`src/rtl/stot_params.svh`:
```
`ifndef STOT_PARAMS_SVH
`define STOT_PARAMS_SVH

// ----------------------------------------------------------------------------
// Register indices (printed offsets, not all multiples of four)
// ----------------------------------------------------------------------------
`define STOT_IDX_SPARE_SECOND_TIMING 12'h088
`define STOT_IDX_SECOND_DUAL_TIMING  12'h089
`define STOT_IDX_FIRST_INA_OFFSET    12'h08A
`define STOT_IDX_FIRST_INB_OFFSET    12'h08C
`define STOT_IDX_SPARE_INA_OFFSET    12'h08E
`define STOT_IDX_CAL_CONTROL         12'h0A0
`define STOT_IDX_CAL_STATUS          12'h0A1

// ----------------------------------------------------------------------------
// Field layout
// ----------------------------------------------------------------------------
`define STOT_TIMING_W        8
`define STOT_OFFSET_W        12
`define STOT_OFFSET_REG_W    16
`define STOT_RSVD_LSB        12
`define STOT_CTRL_BG_BIT     0
`define STOT_CTRL_BGOS_BIT   1
`define STOT_CTRL_OS_BIT     2
`define STOT_STAT_FGRUN_BIT  0
`define STOT_STAT_FGDONE_BIT 1
`define STOT_STAT_HALT_BIT   2
`define STOT_STAT_WDROP_BIT  3
`define STOT_STAT_RBLOCK_BIT 4

// ----------------------------------------------------------------------------
// Reset values and counts
// ----------------------------------------------------------------------------
`define STOT_CTRL_RESET  3'h0
`define STOT_TRIM_COUNT  5
`define STOT_SYNC_STAGES 3

`endif

```
`src/rtl/stot_pkg.sv`:
```
package stot_pkg;

  // Trim values presented to the converter cores
  typedef struct packed {
    logic [7:0]  spare_for_second_timing;
    logic [7:0]  second_dual_timing;
    logic [11:0] first_ina_offset;
    logic [11:0] first_inb_offset;
    logic [11:0] spare_ina_offset;
  } stot_trim_type;

  // Calibration status seen from the engines
  typedef struct packed {
    logic fg_running;
    logic foreground_cal_done_flag;
    logic halted;
  } stot_cal_status_type;

  typedef enum logic [1:0] {
    STOT_IDLE   = 2'b00,
    STOT_ACCESS = 2'b01
  } stot_bus_state_type;

endpackage

```
`src/rtl/stot_trim_store.sv`:
```
`timescale 1ns/100ps
`include "stot_params.svh"

// Trim word store: reloads the factory word just after reset, retains writes.
module stot_trim_store #(
  parameter int WIDTH = 8
) (
  input  wire logic             mclk,
  input  wire logic             rst,
  input  wire logic             load_req,
  input  wire logic [WIDTH-1:0] factory_val,
  input  wire logic             wr_en,
  input  wire logic [WIDTH-1:0] wr_data,
  output logic      [WIDTH-1:0] value_q
);

  initial begin
    if (WIDTH < 1 || WIDTH > 16) $error("stot_trim_store: bad WIDTH");
  end

  // ---------------------------------------------------------------------
  // Storage
  // ---------------------------------------------------------------------
  // Async reset may only load a constant, so the factory word is
  // captured by the clocked reload pulse just after release.
  always_ff @(posedge mclk or posedge rst) begin
    if (rst) begin
      value_q <= '0;
    end else if (load_req) begin
      value_q <= factory_val;
    end else if (wr_en) begin
      value_q <= wr_data;
    end
  end

endmodule

```
`src/rtl/stot_sync3.sv`:
```
`timescale 1ns/100ps

// Three-stage synchroniser; a change counts once stages two and three agree.
module stot_sync3 #(
  parameter int WIDTH = 3
) (
  input  wire logic             mclk,
  input  wire logic             rst,
  input  wire logic [WIDTH-1:0] async_in,
  output logic      [WIDTH-1:0] sync_q
);

  logic [WIDTH-1:0] s1_q;
  logic [WIDTH-1:0] s2_q;
  logic [WIDTH-1:0] s3_q;

  initial begin
    if (WIDTH < 1) $error("stot_sync3: bad WIDTH");
  end

  // ---------------------------------------------------------------------
  // Shift chain with agreement filter
  // ---------------------------------------------------------------------
  always_ff @(posedge mclk or posedge rst) begin
    if (rst) begin
      s1_q   <= '0;
      s2_q   <= '0;
      s3_q   <= '0;
      sync_q <= '0;
    end else begin
      s1_q <= async_in;
      s2_q <= s1_q;
      s3_q <= s2_q;
      for (int i = 0; i < WIDTH; i++) begin
        if (s2_q[i] == s3_q[i]) begin
          sync_q[i] <= s3_q[i];
        end
      end
    end
  end

endmodule

```
`src/rtl/stot_trim_regs.sv`:
```
// How it works
// - Each 8-bit timing trim shifts one core's sampling instant.
// - Timing trims load factory value after reset, readable and writable.
// - Spare-for-second timing at 0x088, second-core dual timing at 0x089.
// - First core input A offset: 12-bit unsigned, index 0x08A.
// - First core input B offset: 12-bit unsigned, index 0x08C.
// - Offsets unsigned; factory value loaded after reset, readable, adjustable.
// - Spare core input A offset at 0x08E; bits 15-12 reserved.
//
// The APB slave port is this design's own decision.
`timescale 1ns/100ps
`include "stot_params.svh"

module stot_trim_regs
  import stot_pkg::*;
(
  input  wire logic          mclk,
  input  wire logic          rst,
  input  wire logic          psel,
  input  wire logic          penable,
  input  wire logic          pwrite,
  input  wire logic [11:0]   paddr,
  input  wire logic [31:0]   pwdata,
  input  wire logic [3:0]    pstrb,
  output logic               pready,
  output logic [31:0]        prdata,
  output logic               pslverr,
  input  wire stot_trim_type factory_trim,
  input  wire logic          fg_running,
  input  wire logic          foreground_cal_done_flag,
  input  wire logic          cal_halted,
  output stot_trim_type      trim_q,
  output logic               background_cal_enable,
  output logic               background_offset_cal_enable,
  output logic               offset_cal_enable
);

  // ---------------------------------------------------------------------
  // Address decode
  // ---------------------------------------------------------------------
  function automatic logic hit(input logic [11:0] addr, input logic [11:0] idx);
    hit = (addr[11:2] == idx[9:0]) && (addr[1:0] == 2'b00);
  endfunction

  stot_bus_state_type state_q;
  stot_bus_state_type state_d;
  logic               load_q;
  logic [2:0]         ctrl_q;
  logic               wdrop_q;
  logic [2:0]         cal_sync;
  stot_cal_status_type cal_st;

  // Setup is seen in idle, the answer is launched after the wait state,
  // and a write commits only where the master samples pready high, so a
  // request abandoned early never touches a trim.
  wire setup       = psel && !penable;
  wire acc_take    = psel && penable && (state_q == STOT_ACCESS);
  wire commit      = psel && penable && pready;
  wire wr_take     = commit && pwrite && pstrb[0];
  wire hit_tsec    = hit(paddr, `STOT_IDX_SPARE_SECOND_TIMING);
  wire hit_tdual   = hit(paddr, `STOT_IDX_SECOND_DUAL_TIMING);
  wire hit_oina    = hit(paddr, `STOT_IDX_FIRST_INA_OFFSET);
  wire hit_oinb    = hit(paddr, `STOT_IDX_FIRST_INB_OFFSET);
  wire hit_ospare  = hit(paddr, `STOT_IDX_SPARE_INA_OFFSET);
  wire hit_ctrl    = hit(paddr, `STOT_IDX_CAL_CONTROL);
  wire hit_stat    = hit(paddr, `STOT_IDX_CAL_STATUS);
  wire hit_offset  = hit_oina || hit_oinb || hit_ospare;
  wire mapped      = hit_tsec || hit_tdual || hit_offset || hit_ctrl || hit_stat;

  // Offset writes are ignored while calibration owns the trims.
  wire wr_locked   = cal_st.fg_running ||
                     (ctrl_q[`STOT_CTRL_BG_BIT] && ctrl_q[`STOT_CTRL_BGOS_BIT]);
  // Read window: reads outside it still answer; status bit 4 shows the live blocked state.
  wire rd_fg_mode  = ctrl_q[`STOT_CTRL_OS_BIT] && !ctrl_q[`STOT_CTRL_BGOS_BIT];
  wire rd_bg_mode  = ctrl_q[`STOT_CTRL_BG_BIT] && ctrl_q[`STOT_CTRL_BGOS_BIT];
  wire rd_blocked  = (rd_fg_mode && !cal_st.foreground_cal_done_flag) ||
                     (rd_bg_mode && !cal_st.halted);
  wire off_wr_ok   = wr_take && hit_offset && pstrb[1] && !wr_locked;

  // Per-word write enables; timing words are never locked by calibration
  wire wr_tsec     = wr_take && hit_tsec;
  wire wr_tdual    = wr_take && hit_tdual;
  wire wr_oina     = off_wr_ok && hit_oina;
  wire wr_oinb     = off_wr_ok && hit_oinb;
  wire wr_ospare   = off_wr_ok && hit_ospare;

  assign cal_st = '{fg_running: cal_sync[2], foreground_cal_done_flag: cal_sync[1], halted: cal_sync[0]};

  // ---------------------------------------------------------------------
  // Layout sanity
  // ---------------------------------------------------------------------
  // The read mux pads with fixed widths; other field sizes would misplace
  // data on the bus, so they raise an error when simulation starts.
  initial begin
    if (`STOT_TIMING_W != 8) $error("stot_trim_regs: timing width must be 8");
    if (`STOT_OFFSET_W != 12) $error("stot_trim_regs: offset width must be 12");
    if (`STOT_RSVD_LSB != `STOT_OFFSET_W) $error("stot_trim_regs: reserved field misplaced");
    if (`STOT_OFFSET_REG_W != 16) $error("stot_trim_regs: offset word must be 16 bits");
    if (`STOT_TRIM_COUNT != 5) $error("stot_trim_regs: five trim words expected");
    if (`STOT_SYNC_STAGES != 3) $error("stot_trim_regs: three sync stages expected");
  end

  // ---------------------------------------------------------------------
  // Calibration status synchroniser
  // ---------------------------------------------------------------------
  stot_sync3 #(
    .WIDTH (3)
  ) u_sync (
    .mclk     (mclk),
    .rst      (rst),
    .async_in ({fg_running, foreground_cal_done_flag, cal_halted}),
    .sync_q   (cal_sync)
  );

  // ---------------------------------------------------------------------
  // Trim storage
  // ---------------------------------------------------------------------
  // Spare core standing in for the second core, dual-channel mode
  stot_trim_store #(.WIDTH(`STOT_TIMING_W)) u_tsec (
    .mclk        (mclk),
    .rst         (rst),
    .load_req    (load_q),
    .factory_val (factory_trim.spare_for_second_timing),
    .wr_en       (wr_tsec),
    .wr_data     (pwdata[7:0]),
    .value_q     (trim_q.spare_for_second_timing)
  );

  // Second core itself, dual-channel mode
  stot_trim_store #(.WIDTH(`STOT_TIMING_W)) u_tdual (
    .mclk        (mclk),
    .rst         (rst),
    .load_req    (load_q),
    .factory_val (factory_trim.second_dual_timing),
    .wr_en       (wr_tdual),
    .wr_data     (pwdata[7:0]),
    .value_q     (trim_q.second_dual_timing)
  );

  // First core sampling input A
  stot_trim_store #(.WIDTH(`STOT_OFFSET_W)) u_oina (
    .mclk        (mclk),
    .rst         (rst),
    .load_req    (load_q),
    .factory_val (factory_trim.first_ina_offset),
    .wr_en       (wr_oina),
    .wr_data     (pwdata[11:0]),
    .value_q     (trim_q.first_ina_offset)
  );

  // First core sampling input B
  stot_trim_store #(.WIDTH(`STOT_OFFSET_W)) u_oinb (
    .mclk        (mclk),
    .rst         (rst),
    .load_req    (load_q),
    .factory_val (factory_trim.first_inb_offset),
    .wr_en       (wr_oinb),
    .wr_data     (pwdata[11:0]),
    .value_q     (trim_q.first_inb_offset)
  );

  // Spare core sampling input A
  stot_trim_store #(.WIDTH(`STOT_OFFSET_W)) u_ospare (
    .mclk        (mclk),
    .rst         (rst),
    .load_req    (load_q),
    .factory_val (factory_trim.spare_ina_offset),
    .wr_en       (wr_ospare),
    .wr_data     (pwdata[11:0]),
    .value_q     (trim_q.spare_ina_offset)
  );

  // ---------------------------------------------------------------------
  // Read mux
  // ---------------------------------------------------------------------
  // Reserved bits 15-12 of offset words always read zero.
  wire [31:0] rd_timing =
    hit_tsec   ? {24'h000000, trim_q.spare_for_second_timing} :
    hit_tdual  ? {24'h000000, trim_q.second_dual_timing} :
                 32'h00000000;
  wire [31:0] rd_offset =
    hit_oina   ? {20'h00000, trim_q.first_ina_offset} :
    hit_oinb   ? {20'h00000, trim_q.first_inb_offset} :
    hit_ospare ? {20'h00000, trim_q.spare_ina_offset} :
                 32'h00000000;

  // Status word: live engine levels, sticky drop flag, live window flag
  wire [31:0] rd_misc =
    hit_ctrl   ? {29'h00000000, ctrl_q} :
    hit_stat   ? {27'h0000000, rd_blocked, wdrop_q, cal_st.halted,
                  cal_st.foreground_cal_done_flag, cal_st.fg_running} :
                 32'h00000000;

  // Decodes are one-hot, so the groups merge with a plain or
  wire [31:0] rd_mux = rd_timing | rd_offset | rd_misc;

  // ---------------------------------------------------------------------
  // APB phase tracking: one wait state, answer in the second access cycle
  // ---------------------------------------------------------------------
  // A master that drops psel mid-transfer returns the tracker to idle.
  always_comb begin
    state_d = state_q;
    case (state_q)
      STOT_IDLE: begin
        if (setup) state_d = STOT_ACCESS;
      end
      STOT_ACCESS: begin
        if (acc_take) state_d = STOT_IDLE;
        else if (!psel) state_d = STOT_IDLE;
      end
      default: state_d = STOT_IDLE;
    endcase
  end

  // Phase register
  always_ff @(posedge mclk or posedge rst) begin
    if (rst) begin
      state_q <= STOT_IDLE;
    end else begin
      state_q <= state_d;
    end
  end

  // ---------------------------------------------------------------------
  // Reply flops
  // ---------------------------------------------------------------------
  // Ready pulses once: the tracker has left the access state by the edge
  // at which the master samples it, so it cannot repeat.
  always_ff @(posedge mclk or posedge rst) begin
    if (rst) begin
      pready <= 1'b0;
    end else begin
      pready <= acc_take;
    end
  end

  // Read data load with ready so both stand for the same cycle;
  // forbidden-window reads still return data and only raise a flag.
  always_ff @(posedge mclk or posedge rst) begin
    if (rst) begin
      prdata <= 32'h00000000;
    end else begin
      prdata <= (acc_take && !pwrite) ? rd_mux : 32'h00000000;
    end
  end

  // Holes in the map answer with an error; writes there are discarded.
  always_ff @(posedge mclk or posedge rst) begin
    if (rst) begin
      pslverr <= 1'b0;
    end else begin
      pslverr <= acc_take && !mapped;
    end
  end

  // ---------------------------------------------------------------------
  // Factory reload pulse
  // ---------------------------------------------------------------------
  // Async reset may only load constants, so the stores take the factory
  // words on the first clock after release instead.
  always_ff @(posedge mclk or posedge rst) begin
    if (rst) begin
      load_q <= 1'b1;
    end else begin
      load_q <= 1'b0;
    end
  end

  // ---------------------------------------------------------------------
  // Calibration control and dropped-write flag
  // ---------------------------------------------------------------------
  // Control and flag change only on the commit edge, like the trims.
  wire ctrl_wr   = wr_take && hit_ctrl;
  wire wdrop_set = wr_take && hit_offset && wr_locked;
  wire wdrop_clr = wr_take && hit_stat && pwdata[`STOT_STAT_WDROP_BIT];

  // Control bits
  always_ff @(posedge mclk or posedge rst) begin
    if (rst) begin
      ctrl_q <= `STOT_CTRL_RESET;
    end else if (ctrl_wr) begin
      ctrl_q <= pwdata[2:0];
    end
  end

  // Dropped-write flag: set wins over a clear in the same cycle.
  always_ff @(posedge mclk or posedge rst) begin
    if (rst) begin
      wdrop_q <= 1'b0;
    end else if (wdrop_set) begin
      wdrop_q <= 1'b1;
    end else if (wdrop_clr) begin
      wdrop_q <= 1'b0;
    end
  end

  // Enables leave straight from the control flops
  assign background_cal_enable        = ctrl_q[`STOT_CTRL_BG_BIT];
  assign background_offset_cal_enable = ctrl_q[`STOT_CTRL_BGOS_BIT];
  assign offset_cal_enable            = ctrl_q[`STOT_CTRL_OS_BIT];

endmodule

```
`config.mk`:
```
export PLATFORM = sky130hd
export DESIGN_NAME = stot_trim_regs
export DESIGN_NICKNAME = d
export VERILOG_FILES = /design/src/rtl/stot_pkg.sv /design/src/rtl/stot_trim_store.sv /design/src/rtl/stot_sync3.sv /design/src/rtl/stot_trim_regs.sv
export VERILOG_INCLUDE_DIRS = /design/src /design/src/rtl
export SDC_FILE = /design/constraint.sdc
export NUM_CORES = 1
export LEC_CHECK = 0
export ABC_CLOCK_PERIOD_IN_PS = 3200
export BUFFER_PORTS_ARGS = -buffer_cell sky130_fd_sc_hd__clkbuf_2
export CAP_MARGIN = 20
export CORE_UTILIZATION = 30
export CTS_CLUSTER_SIZE = 10
export DETAILED_ROUTE_END_ITERATION = 7
export GPL_ROUTABILITY_DRIVEN = 0
export GPL_TIMING_DRIVEN = 0
export SLEW_MARGIN = 20
export SYNTH_ARGS = -nofsm -noshare
export SYNTH_HDL_FRONTEND = slang
export SYNTH_SLANG_ARGS = --single-unit
```
`constraint.sdc`:
```
create_clock -name mclk -period 3.2 [get_ports mclk]
set_clock_uncertainty 0.2 [all_clocks]
set_input_delay 0.32 -clock mclk [delete_from_list [all_inputs] [get_ports mclk]]
set_output_delay 0.32 -clock mclk [all_outputs]
set_load 0.01 [all_outputs]
```
# Word level (Yosys, flattened, before mapping)
# Index checks and enable logic that the tools add are counted.
# W data, S select, Z words.
dict set report classes {
  eq_ne 13
  muxes 24
  n_bitwise 2
  reduce_logical 55
}
# operator n
set op_table {}
lappend op_table {{$mux W12} 10}
lappend op_table {{$eq A10 B8 Y1 const B} 7}
lappend op_table {{$mux W8} 6}
lappend op_table {{$logic_and A1 B1 Y1} 31}
lappend op_table {{$or A12 B5 Y12} 1}
lappend op_table {{$or A8 B12 Y12} 1}
lappend op_table {{$reduce_bool A2 Y1} 6}
lappend op_table {{$mux W5} 2}
lappend op_table {{$logic_or A1 B1 Y1} 8}
lappend op_table {{$logic_not A1 Y1} 7}
lappend op_table {{$mux W2} 3}
lappend op_table {{$logic_not A2 Y1} 2}
lappend op_table {{$pmux W2 S2} 1}
lappend op_table {{$eq A1 B1 Y1} 3}
lappend op_table {{$ne A3 B3 Y1 const B} 1}
lappend op_table {{$eq A2 B1 Y1 const B} 1}
lappend op_table {{$mux W1} 2}
lappend op_table {{$ne A2 B2 Y1 const B} 1}
lappend op_table {{$reduce_and A2 Y1} 1}
dict set report word_totals {
  ff_bits 85
  in_bits 108
  out_inout_bits 89
  wordCells 112
}

# Logic depth before layout (Yosys ltp)
dict set report logic_depth {
  ltp_word 10
  depth_mapped 6
  mapped_depth_nobuf 4
}

# Cells and area by module
# A second synthesis with hierarchy kept.
dict set report unflattened {
  cells_unflattened 404
  area_unflattened_um2 4299.1
}
# module n_inst cells_each area_each_um2 seq_area_each_um2
set by_module_without_submodules {}
lappend by_module_without_submodules {{stot_trim_store (u_oina ...)} 3 52 554.3 300.3}
lappend by_module_without_submodules {stot_trim_regs 1 162 1545.2 501.7}
lappend by_module_without_submodules {{stot_trim_store (u_tdual ...)} 2 35 376.6 200.2}
lappend by_module_without_submodules {stot_sync3 1 16 337.8 300.3}

# Least setup slack after synthesis
# No wires, ideal clock.
dict set report synth_timing {
  path_kind {input to register}
  start {input paddr[8]}
  end {register u_tsec.value_q[2]}
  setup_ns 0.125
  t_arrival_ns 1.666
  required_time_ns 2.875
  path_slack_ns 1.210
  path_stages 4
  n_path_buf 0
  path_cell_list {or4b_1 -> nor3_2 -> a41oi_4 -> mux2_2}
}
dict set report synth_via {
  elab_chain_cells 4
}
# element line_no
set synth_rtl {}
lappend synth_rtl {{start, declared} stot_trim_regs.sv:22} ;# input wire logic [11:0] paddr,
lappend synth_rtl {{$eq A10 B8 Y1} stot_trim_regs.sv:42} ;# hit = (addr[11:2] == idx[9:0]) && (addr[1:0] == 2'b00);
lappend synth_rtl {{$logic_and A1 B1 Y1} stot_trim_regs.sv:42}
lappend synth_rtl {{$logic_and A1 B1 Y1} stot_trim_regs.sv:81} ;# wire wr_tsec = wr_take && hit_tsec;
lappend synth_rtl {{$reduce_bool A2 Y1 (no line)} n/a}
lappend synth_rtl {{end signal, assigned} stot_trim_store.sv:30} ;# value_q <= factory_val;
lappend synth_rtl {{end signal, assigned} stot_trim_store.sv:32} ;# value_q <= wr_data;
lappend synth_rtl {{end, declared} stot_trim_store.sv:14} ;# output logic [WIDTH-1:0] value_q
# No other way between the ends.
# A chain may end at the register's enable or synchronous reset.

# Worst setup path after layout
dict set report layout_timing {
  start {register load_q}
  end {register u_oina.value_q[9]}
}
dict set report layout_via {
  elab_chain_cells 1
  elab_cells_between_ends 2
  cone_classes {mux: 1; reduce/logical: 1}
}
# element line_no
set layout_rtl {}
lappend layout_rtl {{start, declared} stot_trim_regs.sv:47} ;# logic load_q;
lappend layout_rtl {{start signal, assigned} stot_trim_regs.sv:263} ;# load_q <= 1'b1;
lappend layout_rtl {{start signal, assigned} stot_trim_regs.sv:265} ;# load_q <= 1'b0;
lappend layout_rtl {{$mux W12 / $reduce_bool A2 Y1 (equally long branches)} n/a}
lappend layout_rtl {{end signal, assigned} stot_trim_store.sv:30}
lappend layout_rtl {{end signal, assigned} stot_trim_store.sv:32}
lappend layout_rtl {{end, declared} stot_trim_store.sv:14}
# Parallel ways exist; a longest one is shown, timed or not.

==> results.sh <==
export IMPL_synth_area_mm2=0.00462
export IMPL_drive_above_1_share_pct=31.9
export IMPL_numClockSinks=84
export IMPL_seq_area_frac_synth_pct=45.5
export IMPL_switching_power_w=0.000762
export IMPL_synth_edf_count=0
export IMPL_cp_start_kind="register"
export IMPL_layout_worst_path_cycle_share_pct=81.3
export IMPL_p_per_area_mw_per_mm2=443
export IMPL_instances_no_fill=851
export IMPL_final_net_count=770
export IMPL_outcome="completed"
export IMPL_synth_top_area_share_pct=45.0
export IMPL_synth_ff_type="dfrtp_1"
export IMPL_netlist_instances=467
export IMPL_root_buffer="clkbuf_16"
export IMPL_first_global_vias=4589
export IMPL_slowest_stage="clkbuf_1"
export IMPL_total_leakage_power_nw=2.87
export IMPL_slew_limit_headroom_pct=56.1
export IMPL_ant_nets=0
export IMPL_met2_length_um=7600
export IMPL_min_period_ps=2600
export IMPL_die_area_mm2=0.0159
export IMPL_synth_area_per_cell_um2=9.89
export IMPL_rsz0062_at_grt="false"
export IMPL_wirelength_um=16800
export IMPL_vias_per_cell=5.51
export IMPL_synth_most_common_cell="dfrtp_1"
export IMPL_clkLatencyLatePin_ps=350
export IMPL_final_max_slew_viol_count=0
export IMPL_critical_path_max_fanout=10
export IMPL_num_antenna_cells=0
export IMPL_grt_overflow=0
export IMPL_swShare_pct=28.2
export IMPL_required_ps=3260
export IMPL_rows=44
export IMPL_fmax_ghz=0.384
export IMPL_dp_slack_ps=603
export IMPL_pwr_share_clk_pct=37.8
export IMPL_hpwl_um=13100
export IMPL_grt_max_degree=45
export IMPL_slowest_delay_ps=520
export IMPL_initial_core_util_pct=31.3
export IMPL_hold_class="input pin to register"
export IMPL_placed_cells=826
export IMPL_dr_pass1_iters=5
export IMPL_critical_path_class="register to register"
export IMPL_yosysWarningCount=0
export IMPL_h_tree_depth=3
export IMPL_p_int_w=0.00194
export IMPL_ys_seq_elements=84
export IMPL_io_buffers=154
export IMPL_cp_num_buf_inv=3
export IMPL_wl_met3_um=1560
export IMPL_fp_coreArea_mm2=0.0148
export IMPL_ys_types=52
export IMPL_path_common_cell="clkbuf_1"
export IMPL_pwr_share_comb_pct=17.4
export IMPL_end_kind="register"
export IMPL_cts_tree="done"
export IMPL_clockBufferDepth=2
export IMPL_crit_chain="clkbuf_1 -> clkbuf_1 -> clkbuf_1 -> a31oi_1 -> a2bb2oi_1"
export IMPL_tightest_slew_ps=650
export IMPL_drt_iter0_markers=417
export IMPL_vias=4689
export IMPL_synth_commonest_cells="83 x dfrtp_1, 36 x nand2_1, 33 x clkbuf_1"
export IMPL_die_x_um=126
export IMPL_grt_pass1_wl_um=25800
export IMPL_cap_viol_max_count=0
export IMPL_drt_met1_wl_um=7310
export IMPL_top_layer_used="met4"
export IMPL_die_h_um=126
export IMPL_seqPwrFrac_pct=44.8
export IMPL_synth_area_leaders="dfrtp_1 45%, a221o_1 4.3%, mux2i_1 3.7%, a31oi_1 3.7%, buf_4 3.3%"
export IMPL_holdBufCountCts=9
export IMPL_io_pins=197
export IMPL_worst_slack_ps=598
export IMPL_wire_per_inst_um=19.7
export IMPL_cts_resized=0
export IMPL_setup_violations=0
export IMPL_hold_viol=0
export IMPL_synthArstFlopShare_pct=100
export IMPL_arrival_ps=2660
export IMPL_cts_setup_buffers=0
export IMPL_irDropWorstVdd_mv=0.259
export IMPL_clk_pin_slew_worst_paths_ps=60
export IMPL_syn_to_final_growth_pct=32.0
export IMPL_synth_area_leader_cell="dfrtp_1"
export IMPL_antenna_found_initial=0
export IMPL_cts_made_buffers=9
export IMPL_drcViolationCount=0
export IMPL_setup_tns_ps=0
export IMPL_report_power_total_w=0.00270
export IMPL_critPathTopFamily="buffers and inverters"
export IMPL_track_usage_pct=21.6
-- state kept, by name, summed over array words and instances (netlist names), 3 cells and up --
signal	flops
u_sync.s2_q	3
u_tsec.value_q	8
u_ospare.value_q	12
u_tdual.value_q	8
u_sync.s3_q	3
u_oina.value_q	12
prdata	12
u_sync.sync_q	3
u_oinb.value_q	12
ctrl_q	3
u_sync.s1_q	3
-- power groups by stage --
| stage | registers, W | clock network [W] | logic (W) |
|---|---|---|---|
| 6_report | 0.00121 | 0.00102 | 0.000470 |
| 5_1_grt | 0.00122 | 0.00107 | 0.000510 |
| 4_1_cts | 0.00121 | 0.00103 | 0.000470 |
| 3_5_place_dp | 0.00123 | 0 | 0.000459 |
| 3_3_place_gp | 0.00122 | 0 | 0.000446 |
| 2_1_floorplan | 0.00123 | 0 | 0.000229 |
-- cell usage in the layout, fill, tap and decap left out, types with 12 or more instances in the layout --
master,count
clkbuf_2,154
dfrtp_1,83
nand2_1,36
clkbuf_1,34
a31oi_1,27
conb_1,21
nor2_1,20
a221o_1,20
buf_4,20
nor3_1,18
mux2i_1,17
a2bb2oi_1,16
nand3_1,15
o21ai_0,15
nor2b_1,13
a21oi_1,12
o31ai_1,12
o211a_1,12
-- layer usage --
metal	vias up	global-route usage, %
met5	-	0
met4	0	7.44
met3	23	4.80
met2	284	33.4
met1	2250	29.5
li1	2132	-
-- area by class of cell --
class | instances | area (um2)
fillers | 1487 | 8660
well taps | 184 | 230
inverters | 12 | 47.5
plain buffers | 59 | 302
repair buffers | 164 | 881
flip-flops and latches | 84 | 2100
clock inverters | 3 | 20.0
multi-input cells | 332 | 2240
clock buffers | 13 | 270
-- through the flow --
step	hold WS, ps	utilization (%)	cell area [um2]
after floorplan	131	-	4690
after global placement	138	38.6	5690
after detailed placement	138	38.7	5720
after CTS	1.67	41.3	6100
after global routing	2.73	41.3	6100
final	9.97	41.3	6100
-- path summary, 6_finish.rpt --
path	from	to	slack [ps]	cells after the start
max	load_q	u_oina.value_q[9]	600	5
min	factory_trim[9]	u_ospare.value_q[9]	10	2
max reg2reg	load_q	u_oina.value_q[9]	600	5
min reg2reg	u_sync.s1_q[0]	u_sync.s2_q[0]	150	0
max in group asynchronous	rst	load_q	1760	4
min in group asynchronous	rst	u_sync.s1_q[2]	360	3
-- logic make-up after synthesis --
| kind of cell | synth area share, % |
|---|---|
| flip-flops | 45.5 |
| AO/OA/AOI/OAI | 24.2 |
| AND/OR/NAND/NOR | 16.6 |
| multiplexers | 5.39 |
| other | 0.0812 |
| buffers and inverters | 7.50 |
| adder cells (fa/ha/maj) | 0.650 |
(Power assumes the default switching activity.)
